[src/logic/lsp_consts.svh]
/*
 * Timing and layout constants of the lamp switch PWM and input control.
 * Assumes a 250 MHz core clock; times are in ns and counts derive from them.
 */
`ifndef LSP_CONSTS_SVH
`define LSP_CONSTS_SVH

`define LSP_CLK_NS        4
`define LSP_CAL_MIN_NS    20000
`define LSP_CAL_MAX_NS    200000
`define LSP_FAIL_SLOW_NS  500000
`define LSP_FAIL_FAST_NS  5000
`define LSP_TOGGLE_NS     250000000
`define LSP_PWM_DEF_HZ    120
`define LSP_PWM_STEPS     256
`define LSP_NS_PER_S      1000000000
`define LSP_CAL_SHIFT     3
`define LSP_WORD_BITS     16
`define LSP_DUTY_BITS     8
`define LSP_DUTY_FULL     8'hFF
`define LSP_SENSE_TEMP    3'h4
`define LSP_SENSE_CHANS   3'h4
`define LSP_SY_CLK_IN     0
`define LSP_SY_SCLK       4
`define LSP_SY_CS_B       5
`define LSP_SY_SI         6

`endif

[src/logic/lsp_pkg.sv]
/*
 * Types of the lamp switch PWM and input control.
 * Assumes nothing beyond a SystemVerilog compiler.
 */
`default_nettype none
package lsp_pkg;
    typedef enum logic {
        LSP_CLK_EXT,
        LSP_CLK_INT
    } lsp_clk_src_t;
endpackage
`default_nettype wire

[src/logic/lsp_ctrl.sv]
/*
 * Lamp switch control: PWM clocking, clock-fail check, direct inputs,
 * serial word transfer and current-sense source selection.
 * Assumes pins arrive asynchronously; the host keeps its own timing.
 */
`include "lsp_consts.svh"
`default_nettype none

// Behaviour
// - Clock-fail detector armed only when PWM enabled and external clock chosen.
// - Flag external clock failed below about 2 kHz or above about 200 kHz.
// - Uncalibrated PWM period comes from internal oscillator, nominally 120 Hz.
// - Chip-select low pulses of 20 to 200 us calibrate the oscillator.
// - Calibrated PWM frequency is accurate within ten percent.
// - PWM generator reaches output frequencies up to 1 kHz.
// - Duty covers fully on, fully off and ratios in between.
// - Direct-input toggle timeout of nominally 250 ms judges toggling.
// - Sense output carries chosen output current or temperature, set by software.
// - Sense output goes high impedance when commanded.
// - Any asserted direct input wakes the device.
// - Each direct input drives its matching high-side output unless PWM is enabled and selected for that output.
// - External PWM clock is taken from the first direct input.
// - Word loads on chip-select rise; status captured on chip-select fall.
// - Words are 16 bits, MSB first, input sampled on serial clock fall.
module lsp_ctrl #(
    parameter int CAL_MIN_CYC  = (`LSP_CAL_MIN_NS + `LSP_CLK_NS - 1)
                                 / `LSP_CLK_NS,
    parameter int CAL_MAX_CYC  = `LSP_CAL_MAX_NS / `LSP_CLK_NS,
    parameter int FAIL_SLOW_CYC = `LSP_FAIL_SLOW_NS / `LSP_CLK_NS,
    parameter int TOGGLE_CYC   = `LSP_TOGGLE_NS / `LSP_CLK_NS,
    parameter int DEF_TICK_CYC = `LSP_NS_PER_S / (`LSP_PWM_DEF_HZ
                                 * `LSP_PWM_STEPS * `LSP_CLK_NS),
    parameter int CHANS        = 4
) (
    input  wire logic                     core_clk_i,
    input  wire logic                     rst_b_i,
    input  wire logic [CHANS-1:0]         direct_inputs_i,
    input  wire logic                     spi_sclk_i,
    input  wire logic                     spi_cs_b_i,
    input  wire logic                     spi_si_i,
    output logic                          spi_so_o,
    output logic                          spi_so_oe_b_o,
    output logic [`LSP_WORD_BITS-1:0]     spi_word_o,
    output logic                          spi_load_o,
    input  wire logic [`LSP_WORD_BITS-1:0] status_i,
    input  wire logic                     pwm_en_i,
    input  wire logic                     clock_sel_i,
    input  wire logic [CHANS-1:0]         pwm_sel_i,
    input  wire logic [CHANS*`LSP_DUTY_BITS-1:0] duty_i,
    input  wire logic [2:0]               sense_src_i,
    input  wire logic                     sense_hiz_i,
    output logic [CHANS-1:0]              high_side_outputs_o,
    output logic                          clk_fail_o,
    output logic                          cal_done_o,
    output logic [CHANS-1:0]              toggling_o,
    output logic                          wake_o,
    output logic [CHANS-1:0]              sense_chan_o,
    output logic                          sense_temp_o,
    output logic                          current_sense_output_oe_b_o
);
    localparam int FAIL_FAST_CYC = `LSP_FAIL_FAST_NS / `LSP_CLK_NS;
    localparam int SY = CHANS + 3;
    localparam int CW = $clog2(CAL_MAX_CYC + 2);
    // The tick counter must hold both the default and any calibrated length.
    localparam int TICK_MAX = (DEF_TICK_CYC > (CAL_MAX_CYC >> `LSP_CAL_SHIFT))
                            ? DEF_TICK_CYC : (CAL_MAX_CYC >> `LSP_CAL_SHIFT);
    localparam int TW = $clog2(TICK_MAX + 1);
    localparam int PW = $clog2(FAIL_SLOW_CYC + 2);
    localparam int GW = $clog2(TOGGLE_CYC + 1);
    localparam logic [4:0] WORD = 5'(`LSP_WORD_BITS);

    // Two-stage synchronisers, third stage only for edge detection.
    logic [SY-1:0] sy1_ff, sy2_ff, sy3_ff, rise, fall;
    always_ff @(posedge core_clk_i) begin
        if (!rst_b_i) begin
            sy1_ff <= '0;
            sy2_ff <= '0;
            sy3_ff <= '0;
        end else begin
            sy1_ff <= {spi_si_i, spi_cs_b_i, spi_sclk_i, direct_inputs_i};
            sy2_ff <= sy1_ff;
            sy3_ff <= sy2_ff;
        end
    end
    assign rise = sy2_ff & ~sy3_ff;
    assign fall = ~sy2_ff & sy3_ff;

    logic [CHANS-1:0] in_s;
    logic             sclk_fall, sclk_rise, cs_b, cs_fall, cs_rise, si;
    assign in_s      = sy2_ff[CHANS-1:0];
    assign sclk_fall = fall[`LSP_SY_SCLK];
    assign sclk_rise = rise[`LSP_SY_SCLK];
    assign cs_b      = sy2_ff[`LSP_SY_CS_B];
    assign cs_fall   = fall[`LSP_SY_CS_B];
    assign cs_rise   = rise[`LSP_SY_CS_B];
    assign si        = sy2_ff[`LSP_SY_SI];

    // Serial word transfer.
    logic [`LSP_WORD_BITS-1:0] sh_ff, nxt_sh, word_ff, nxt_word;
    logic [4:0]                bits_ff, nxt_bits;
    logic                      so_ff, nxt_so, load_ff, nxt_load;
    always_comb begin
        nxt_sh   = sh_ff;
        nxt_bits = bits_ff;
        nxt_so   = so_ff;
        nxt_word = word_ff;
        nxt_load = 1'b0;
        if (cs_fall) begin
            nxt_sh   = status_i;
            nxt_bits = '0;
            nxt_so   = status_i[`LSP_WORD_BITS-1];
        end else if (!cs_b) begin
            if (sclk_fall) begin
                nxt_sh = {sh_ff[`LSP_WORD_BITS-2:0], si};
                if (bits_ff != WORD) begin
                    nxt_bits = bits_ff + 5'h01;
                end
            end
            if (sclk_rise) begin
                nxt_so = sh_ff[`LSP_WORD_BITS-1];
            end
        end
        if (cs_rise && bits_ff == WORD) begin
            nxt_word = sh_ff;
            nxt_load = 1'b1;
        end
    end
    always_ff @(posedge core_clk_i) begin
        if (!rst_b_i) begin
            sh_ff   <= '0;
            bits_ff <= '0;
            so_ff   <= 1'b0;
            word_ff <= '0;
            load_ff <= 1'b0;
        end else begin
            sh_ff   <= nxt_sh;
            bits_ff <= nxt_bits;
            so_ff   <= nxt_so;
            word_ff <= nxt_word;
            load_ff <= nxt_load;
        end
    end
    assign spi_so_o      = so_ff;
    assign spi_so_oe_b_o = cs_b;
    assign spi_word_o    = word_ff;
    assign spi_load_o    = load_ff;

    // Calibration: a clockless select pulse sets the internal tick length.
    logic [CW-1:0] cal_ff, nxt_cal;
    logic [TW-1:0] tick_len_ff, nxt_tick_len;
    logic          cal_done_ff, nxt_cal_done;
    always_comb begin
        nxt_cal      = cal_ff;
        nxt_tick_len = tick_len_ff;
        nxt_cal_done = cal_done_ff;
        if (cs_fall) begin
            nxt_cal = '0;
        end else if (!cs_b && cal_ff <= CW'(CAL_MAX_CYC)) begin
            nxt_cal = cal_ff + CW'(1);
        end
        if (cs_rise && bits_ff == 5'h00 && cal_ff >= CW'(CAL_MIN_CYC)
            && cal_ff <= CW'(CAL_MAX_CYC)) begin
            nxt_tick_len = TW'(cal_ff >> `LSP_CAL_SHIFT);
            nxt_cal_done = 1'b1;
        end
    end
    always_ff @(posedge core_clk_i) begin
        if (!rst_b_i) begin
            cal_ff      <= '0;
            tick_len_ff <= TW'(DEF_TICK_CYC);
            cal_done_ff <= 1'b0;
        end else begin
            cal_ff      <= nxt_cal;
            tick_len_ff <= nxt_tick_len;
            cal_done_ff <= nxt_cal_done;
        end
    end
    assign cal_done_o = cal_done_ff;

    // PWM time base and generator.
    lsp_pkg::lsp_clk_src_t src;
    logic                  ext, tick;
    logic [TW-1:0]         pre_ff, nxt_pre;
    logic [7:0]            pcnt_ff, nxt_pcnt;
    logic [CHANS-1:0]      hs_ff, nxt_hs;
    assign src  = clock_sel_i ? lsp_pkg::LSP_CLK_INT : lsp_pkg::LSP_CLK_EXT;
    assign ext  = pwm_en_i && src == lsp_pkg::LSP_CLK_EXT;
    assign tick = ext ? rise[`LSP_SY_CLK_IN]
                      : (pre_ff >= tick_len_ff - TW'(1));
    always_comb begin
        nxt_pre  = (tick || ext) ? '0 : pre_ff + TW'(1);
        nxt_pcnt = !pwm_en_i ? 8'h00 : (tick ? pcnt_ff + 8'h01 : pcnt_ff);
        for (int i = 0; i < CHANS; i++) begin
            if (pwm_en_i && pwm_sel_i[i]) begin
                nxt_hs[i] = duty_i[i*`LSP_DUTY_BITS +: `LSP_DUTY_BITS]
                            == `LSP_DUTY_FULL
                         || pcnt_ff < duty_i[i*`LSP_DUTY_BITS
                                             +: `LSP_DUTY_BITS];
            end else begin
                nxt_hs[i] = in_s[i];
            end
        end
    end
    always_ff @(posedge core_clk_i) begin
        if (!rst_b_i) begin
            pre_ff  <= '0;
            pcnt_ff <= 8'h00;
            hs_ff   <= '0;
        end else begin
            pre_ff  <= nxt_pre;
            pcnt_ff <= nxt_pcnt;
            hs_ff   <= nxt_hs;
        end
    end
    assign high_side_outputs_o = hs_ff;

    // External clock failure check by period measurement.
    logic [PW-1:0] per_ff, nxt_per;
    logic          seen_ff, nxt_seen, fail_ff, nxt_fail;
    always_comb begin
        nxt_per  = per_ff;
        nxt_seen = seen_ff;
        nxt_fail = fail_ff;
        if (!ext) begin
            nxt_per  = '0;
            nxt_seen = 1'b0;
            nxt_fail = 1'b0;
        end else if (rise[`LSP_SY_CLK_IN]) begin
            nxt_per  = '0;
            nxt_seen = 1'b1;
            nxt_fail = seen_ff && per_ff < PW'(FAIL_FAST_CYC);
        end else begin
            if (per_ff <= PW'(FAIL_SLOW_CYC)) begin
                nxt_per = per_ff + PW'(1);
            end else begin
                nxt_fail = 1'b1;
            end
        end
    end
    always_ff @(posedge core_clk_i) begin
        if (!rst_b_i) begin
            per_ff  <= '0;
            seen_ff <= 1'b0;
            fail_ff <= 1'b0;
        end else begin
            per_ff  <= nxt_per;
            seen_ff <= nxt_seen;
            fail_ff <= nxt_fail;
        end
    end
    assign clk_fail_o = fail_ff;

    // Toggle timeout per direct input.
    for (genvar g = 0; g < CHANS; g++) begin : g_tog
        logic [GW-1:0] tc_ff, nxt_tc;
        logic          tg_ff, nxt_tg;
        always_comb begin
            nxt_tc = tc_ff;
            nxt_tg = tg_ff;
            if (rise[g] || fall[g]) begin
                nxt_tc = '0;
                nxt_tg = 1'b1;
            end else if (tc_ff < GW'(TOGGLE_CYC)) begin
                nxt_tc = tc_ff + GW'(1);
            end else begin
                nxt_tg = 1'b0;
            end
        end
        always_ff @(posedge core_clk_i) begin
            if (!rst_b_i) begin
                tc_ff <= '0;
                tg_ff <= 1'b0;
            end else begin
                tc_ff <= nxt_tc;
                tg_ff <= nxt_tg;
            end
        end
        assign toggling_o[g] = tg_ff;
    end

    // Wake request and current-sense source selection.
    logic [CHANS-1:0] sch_ff, nxt_sch;
    logic             stemp_ff, nxt_stemp, soe_b_ff, nxt_soe_b, wake_ff;
    always_comb begin
        nxt_sch   = '0;
        nxt_stemp = sense_src_i == `LSP_SENSE_TEMP;
        nxt_soe_b = sense_hiz_i;
        if (sense_src_i < `LSP_SENSE_CHANS) begin
            nxt_sch[sense_src_i[1:0]] = 1'b1;
        end
    end
    always_ff @(posedge core_clk_i) begin
        if (!rst_b_i) begin
            sch_ff   <= '0;
            stemp_ff <= 1'b0;
            soe_b_ff <= 1'b1;
            wake_ff  <= 1'b0;
        end else begin
            sch_ff   <= nxt_sch;
            stemp_ff <= nxt_stemp;
            soe_b_ff <= nxt_soe_b;
            wake_ff  <= |in_s;
        end
    end
    assign sense_chan_o                = sch_ff;
    assign sense_temp_o                = stemp_ff;
    assign current_sense_output_oe_b_o = soe_b_ff;
    assign wake_o                      = wake_ff;
endmodule
`default_nettype wire

[config.mk]
export PLATFORM = sky130hd
export DESIGN_NAME = lsp_ctrl
export DESIGN_NICKNAME = d
export VERILOG_FILES = /design/src/logic/lsp_pkg.sv /design/src/logic/lsp_ctrl.sv
export VERILOG_INCLUDE_DIRS = /design/src /design/src/logic
export SDC_FILE = /design/constraint.sdc
export NUM_CORES = 1
export LEC_CHECK = 0
export BUFFER_PORTS_ARGS = -buffer_cell sky130_fd_sc_hd__buf_4
export CORE_MARGIN = 4
export CORE_UTILIZATION = 42
export DETAILED_ROUTE_END_ITERATION = 10
export SLEW_MARGIN = 20
export SYNTH_ARGS = -nofsm -noshare
export SYNTH_HDL_FRONTEND = slang
export SYNTH_SLANG_ARGS = --single-unit
[constraint.sdc]
create_clock -name core_clk_i -period 3.86 [get_ports core_clk_i]
set_input_delay 0 -clock core_clk_i [delete_from_list [all_inputs] [get_ports core_clk_i]]
set_output_delay 0 -clock core_clk_i [all_outputs]
set_load 0.03 [all_outputs]
==> results of run 1 <==
-- Yosys cell counts (10+ instances only) --
cell / instances / share of area (%)
nor4_1: 16 / 0.83
nand2_1: 92 / 2.9
xor2_1: 82 / 6.0
or3_1: 20 / 1.0
o21ai_0: 36 / 1.5
a211oi_1: 23 / 1.4
and4_1: 14 / 1.0
nand4b_1: 11 / 0.80
a21o_1: 10 / 0.63
inv_1: 51 / 1.6
and2_1: 32 / 1.7
a31oi_1: 11 / 0.57
a21oi_1: 54 / 2.3
nand3_1: 55 / 2.3
o31ai_1: 10 / 0.63
nand4_1: 54 / 2.8
nand2b_1: 19 / 0.99
dfxtp_1: 248 / 41
or4_1: 10 / 0.63
xnor2_1: 44 / 3.2
ha_1: 54 / 5.6
mux2i_1: 52 / 4.3
nor3_1: 29 / 1.2
clkbuf_1: 46 / 1.4
nor2_1: 202 / 6.3
and3_1: 32 / 1.7
-- how the worst max path moves through the flow --
stage,startpoint,to,cells past startpoint
final,tick_len_ff[0],pcnt_ff[3],13
after global routing,tick_len_ff[0],pcnt_ff[3],13
after CTS,tick_len_ff[0],pcnt_ff[3],13
after detailed placement,tick_len_ff[0],pcnt_ff[3],13
after global placement,tick_len_ff[0],pcnt_ff[3],13
after floorplan,tick_len_ff[0],pcnt_ff[6],14
-- per-stage QoR --
step	cells	power, W	util [%]
5_1_grt	1922	0.00604	52.2
3_3_place_gp	1815	0.00299	46.6
4_1_cts	1922	0.00590	52.1
3_5_place_dp	1815	0.00299	46.6
6_report	1922	0.00581	52.2
2_1_floorplan	1385	0.00287	-
-- flip-flops by register name, summed over array words and instances, names as in the netlist, 5 cells and up --
| name | cells |
|---|---|
| tick_len_ff | 13 |
| sh_ff | 16 |
| spi_word_o | 16 |
| sy1_ff | 7 |
| cal_ff | 16 |
| pcnt_ff | 8 |
| sy3_ff | 6 |
| per_ff | 17 |
| g_tog.tc_ff | 104 |
| sy2_ff | 7 |
| pre_ff | 13 |
| bits_ff | 5 |
-- cells by family after synthesis --
| logic type | Yosys count | synth area share, % |
|---|---|---|
| xor gates and xnor gates | 126 | 9.20 |
| and+or+nand+nor | 610 | 25.9 |
| adders and majority gates | 54 | 5.63 |
| DFF | 248 | 41.4 |
| AOI/OAI and AO/OA | 186 | 9.98 |
| buffers and inverters | 109 | 3.64 |
| muxes | 52 | 4.34 |
-- critical path: cells and delay by family (launching register included) --
kind	cells	cell delay, ps
simple gates	6	1150
compound gates	3	800
fa+ha+maj	2	520
flops	1	320
xor+xnor	1	120
buf+inv	1	100
-- power groups by stage --
stage               Clock, W  Combinational (W)  Sequential (W)
finish               0.00283           0.000333         0.00264
detailed placement         0           0.000295         0.00270
global route         0.00302           0.000374         0.00265
global placement           0           0.000292         0.00270
floorplan                  0           0.000172         0.00270
CTS                  0.00292           0.000337         0.00264
-- layout make-up --
class                   instances  area, um2  share of cell area, %
well taps                     378        473                   3.24
multi-input cells            1028       6620                   45.3
clock buffers                  38        800                   5.47
flip-flops and latches        248       4960                   34.0
inverters                      52        195                   1.34
clock inverters                16        211                   1.45
repair buffers                162       1350                   9.23
-- cells in the final DEF (no fill, tap or decap), drive strengths merged, types with 52 or more instances in the layout --
cell         count
dlygate4sd3     53
dfxtp          248
ha              54
mux2i           52
a21oi           54
xor2            82
buf            109
nand3           55
nor2           202
nand4           54
nand2           92
inv             53
-- metal layers --
metal | part of all wire, % | up-vias | global-route usage [%]
li1 | - | 5163 | -
met1 | 49 | 4604 | 22.8
met2 | 45 | 147 | 27.3
met3 | 3.8 | 32 | 2.76
met4 | 1.8 | 0 | 3.38
met5 | 0 | - | 0
-- what timing repair did --
item                       in CTS  in global routing
hold buffers                   53                  0
setup endpoints to repair       0                  0
buffers inserted                0                  0
hold endpoints to repair       62                  0
==> run metrics, run 1 <==
reg2reg end=pcnt_ff[3]; post-route cell area=0.0146 mm2; Slowest Stage Delay on Critical Path=between 400 and 500 ps; initial antenna violation count=0; final setup vio count=0; Via density=5.17; WL per Instance=around 14 um; CTS root buf=clkbuf_16; Worst Max-Slew Pin Slew=1120 ps; pin count of the biggest net entering global routing=52; Post-synth EDFFs=0; CP Cell Sequence=inv_1 > ha_1 > nand2_1 > or3_1 > nor4_1 > xnor2_1 > ha_1 > nand4_1 > nor2_1 > and2_1 > a22o_1 > a31oi_1 > a41o_1; TritonCTS buffer count=29; maximum VDD drop=300 uV; layout cells sized above 1=11.1%; Ports=103; H-tree depth=1; hpwl dp=17800 um; clk sinks=248; Critical-path top delay cell=a22o_1; crit path kind=register to register; Distinct cells, synth=59; skew final=16.1 ps; outcome=complete, no violations; YS warnings=0; hold_ws=194 ps; Net Sw Frac=22.5%; DR vias=between 9000 and 10000; DRT antenna net count=0; GRT overflow=0; die area=0.0313 mm2; fill cell count=about 2700; sequential area share after synthesis=41.4%; period utilisation layout=81.0%; Tmin final=~3100 ps; critical path arrival=between 3000 and 4000 ps; hold_sp=clock_sel_i; Hold Fails Final Rpt=0; ANT cells=0; Setup TNS Final=0 ps; relative slew slack=about a quarter; Async SR Flop Fraction=0%; Core Box Area=0.0280 mm2; Slew Viols, Final=0; CP most frequent cell=ha_1; GPL Wtd Cong=0.815; internal power=0.00450 W; Die H=177 um; Global Route Usage Sum=between 10% and 20%; syn avg cell area=8.67 um2; Die Width=177 um; Mapped Cells=1385; FF-to-FF Start=tick_len_ff[0]; path type of the worst min-delay path=input port to register; Comb pwr share=5.7%; max_cap viols=0; post_cts resized=0; DRC violations left=0; number of port buffers=102; vias in the first global route=9628; Max Fanout on Critical Path=12; CTS Buffer Depth=3; RSZ-0062 raised after global routing=no; Routed WL=26400 um; sw power=0.00131 W; synth-to-layout area growth=21.7%; Reg power frac=45.5%; syn_nets=1506; Mapped Area=around 0.012 mm2; DP Worst Slack=741 ps; Leak=roughly 5.8 nW; Hold EP=clk_fail_o; Starting Density=42.8%; reg2reg setup slack=between 700 and 800 ps; clk_lat worst skew=550 ps; Clk pwr share=48.8%; FF-to-FF path depth=13; Final nets=1642; clock-pin slew on the worst setup and hold paths=60 ps; first-pass GRT wire length=45100 um; pwr/cell area=a little under 400 mW/mm2; DR pass1 iterations=5; placed instance area=0.0131 mm2; Final WS setup=735 ps; TritonCTS clock tree=built; Initial DRC Count=between 400 and 500; Peak Freq=0.320 GHz; cell row count=61; Setup crit end kind=register; Main synth FF type=dfxtp_1; WP data required=4300 ps; Yosys reg bits=~250; hold path depth=3; Setup crit start kind=register
No activity file was read; power rests on OpenSTA's default activity.
==> run 2, diff against run 1 <==
ABC_AREA = 1   (was not set)
clock period = 3.22 ns   (was 3.86 ns; I/O delays follow)
==> run 2 against run 1 <==
  * Critical path depth up 4
  * Routed wire length up 36%
  * Sequential power up 20%
  * Flip-flop and latch count unchanged
  * Design area up 14%
  * Critical path type unchanged
  * Critical endpoint is now pcnt_ff[6]
  * Largest power group unchanged
==> run metrics, run 2 <==
Global Route Usage Sum=19.5%; Mapped Cells=a little over 2000; sequential area share after synthesis=35.1%; CP most frequent cell=nand2_1; WP data required=3690 ps; Critical-path top delay cell=dfxtp_1; Async SR Flop Fraction=0%; Slew Viols, Final=0; largest cells by area after synthesis=dfxtp_1 35%, nand2_1 15%, nor2_1 6.3%; crit path kind=register to register; Synth Area in Simple Gates=33.6%; Routed WL=36000 um; WP buf/inv=2; Die H=roughly 190 um; area occupied by multi-input gates=0.00794 mm2; mux contribution to synthesized area=0%; Hold Fails Final Rpt=0; DR vias=13200; commonest non-fill, non-tap cell in the layout=nand2_1; clk_lat worst skew=550 ps; period utilisation layout=about nine tenths; Die Width=191 um; XOR/XNOR Fraction of Synth Area=7.87%; Setup crit end kind=register; syn_nets=2194; CTS root buf=clkbuf_16; initial antenna violation count=0; fill cell count=3387; max_cap viols=0; Reg area=just under 0.005 mm2; Leak=~6.9 nW; most frequent cells in the layout=562 x nand2_1, 248 x dfxtp_1, 236 x nor2_1, 223 x inv_1, 159 x a21oi_1; first-pass GRT wire length=60600 um; Regs by FF count=g_tog.tc_ff x104, per_ff x17; Max Fanout on Critical Path=9; Distinct cells, synth=44; largest family of logic cells by synthesized area=simple AND/OR/NAND/NOR gates; DRT antenna net count=0; TritonCTS buffer count=29; top cells by count, synth=562 x nand2_1, 248 x dfxtp_1, 237 x nor2_1; compound-gate portion of the synthesized area=under 10%; Slowest Stage Delay on Critical Path=310 ps; outcome=complete, no violations; Mapped Area=roughly 0.014 mm2; Biggest register=g_tog.tc_ff; Starting Density=43.0%; die area=between 0.03 and 0.04 mm2; skew final=12.4 ps; Tmin final=2840 ps; top-count cell post-synth=nand2_1; Synth Area in Adders=4.78%; syn avg cell area=6.82 um2; Yosys reg bits=248; hold_ws=196 ps; Post-synth EDFFs=0; Setup crit start kind=register; clk sinks=about 250; YS warnings=0; area leader, netlist=dfxtp_1; Setup TNS Final=0 ps; max reg flops=104; critical path arrival=about 3300 ps; clock-pin slew on the worst setup and hold paths=approximately 60 ps; TritonCTS clock tree=built; pin count of the biggest net entering global routing=32; Core Box Area=0.0329 mm2; ANT cells=0; top-area cell type share of the netlist area=about a third; H-tree depth=1; Peak Freq=approximately 0.35 GHz; hpwl dp=25900 um; maximum VDD drop=367 uV; DR pass1 iterations=5; pwr/cell area=420 mW/mm2; Initial DRC Count=slightly above 700; synth-to-layout area growth=18.1%; cell row count=66; CTS Buffer Depth=3; Final Util=between 50% and 60%; layout cells sized above 1=about a tenth; WL per Instance=13.5 um; Main synth FF type=dfxtp_1; vias in the first global route=approximately 13000; relative slew slack=37.1%; final setup vio count=0; CP Cell Sequence=inv_2 > ha_2 > nand4_1 > nor3_4 > nand3_1 > xor2_1 > ha_1 > nand2_1 > nor2_1 > inv_1 > nor2_1 > nand2_1 > nand3_1 > nand2_4 > nand2_4 > nand2_1 > a21oi_1; Worst Max-Slew Pin Slew=943 ps; Worst path top cell family by delay=simple AND/OR/NAND/NOR gates; Final WS setup=379 ps; Ports=between 100 and 150; path type of the worst min-delay path=input port to register; Pwr Total=0.00701 W; DP Worst Slack=~200 ps; Final nets=2324; Via density=4.96; RSZ-0062 raised after global routing=no; DRC violations left=0; GPL Wtd Cong=~0.91; GRT overflow=0; number of port buffers=102
-- run 2: cell types whose count changed after synthesis, moves of 27 or more --
cell,change
a21oi_1,+105
and2_1,-32
and3_1,-32
clkbuf_1,-27
inv_1,+173
mux2i_1,-52
nand2_1,+470
nand3_1,+74
nor2_1,+35
-- run 2: timing repair --
item | 4_1_cts | 5_1_grt
endpoints found under the setup margin | 0 | 8
endpoints found under the hold margin | 64 | 0
hold buffers | 52 | 0
resized for setup | 0 | 7
buffers inserted | 0 | 0
-- run 2: power by group --
group,internal (W),leakage [nW],switching [W],total [W]
logic,0.000178,4.45,0.000231,0.000409
clock network,0.00213,0.488,0.00131,0.00344
registers,0.00312,2.01,0.0000442,0.00317
total,0.00543,6.94,0.00159,0.00701
-- run 2: per-stage QoR --
step | std cells | cell area, um2
floorplan | 2073 | 14100
global placement | 2562 | 15100
detailed placement | 2562 | 15100
CTS | 2663 | 16700
global route | 2663 | 16700
finish | 2663 | 16700
-- run 2: per-layer routing --
| metal | up-vias | wire, um | part of all wire, % | global-route usage, % |
|---|---|---|---|---|
| li1 | 6958 | - | - | - |
| met1 | 6004 | 17000 | 47 | 26.1 |
| met2 | 183 | 16900 | 47 | 33.6 |
| met3 | 61 | 1180 | 3.3 | 2.45 |
| met4 | 0 | 902 | 2.5 | 5.03 |
| met5 | - | 0 | 0 | 0 |
-- run 2: layout make-up --
cell class | count | share of cell area, %
well taps | 442 | 3.31
repair buffers | 162 | 8.07
multi-input cells | 1527 | 47.6
inverters | 235 | 5.32
flip-flops and latches | 248 | 29.7
clock buffers | 35 | 4.72
clock inverters | 14 | 1.24
-- run 2: cell families (layout without fill, tap and decap cells) --
kind of cell	Yosys count	count (layout)
buffers and inverters	298	446
flip-flops	248	248
adder cells (fa/ha/maj)	54	54
AO/OA/AOI/OAI	249	249
XOR/XNOR	127	127
AND/OR/NAND/NOR	1097	1097
-- run 2: tightest hold or removal path: stages --
cell           delay, ps
dlygate4sd3_1        530
buf_4                100
or2_2                 90
-- run 2: path summary, 6_finish.rpt --
| kind | start | to | slack (ps) | cells after the start |
|---|---|---|---|---|
| setup / recovery | tick_len_ff[0] | pcnt_ff[6] | 380 | 17 |
| setup reg to reg | tick_len_ff[0] | pcnt_ff[6] | 380 | 17 |
| hold reg to reg | sy1_ff[3] | sy2_ff[3] | 410 | 2 |
| hold / removal | sense_hiz_i | current_sense_output_oe_b_o | 200 | 3 |
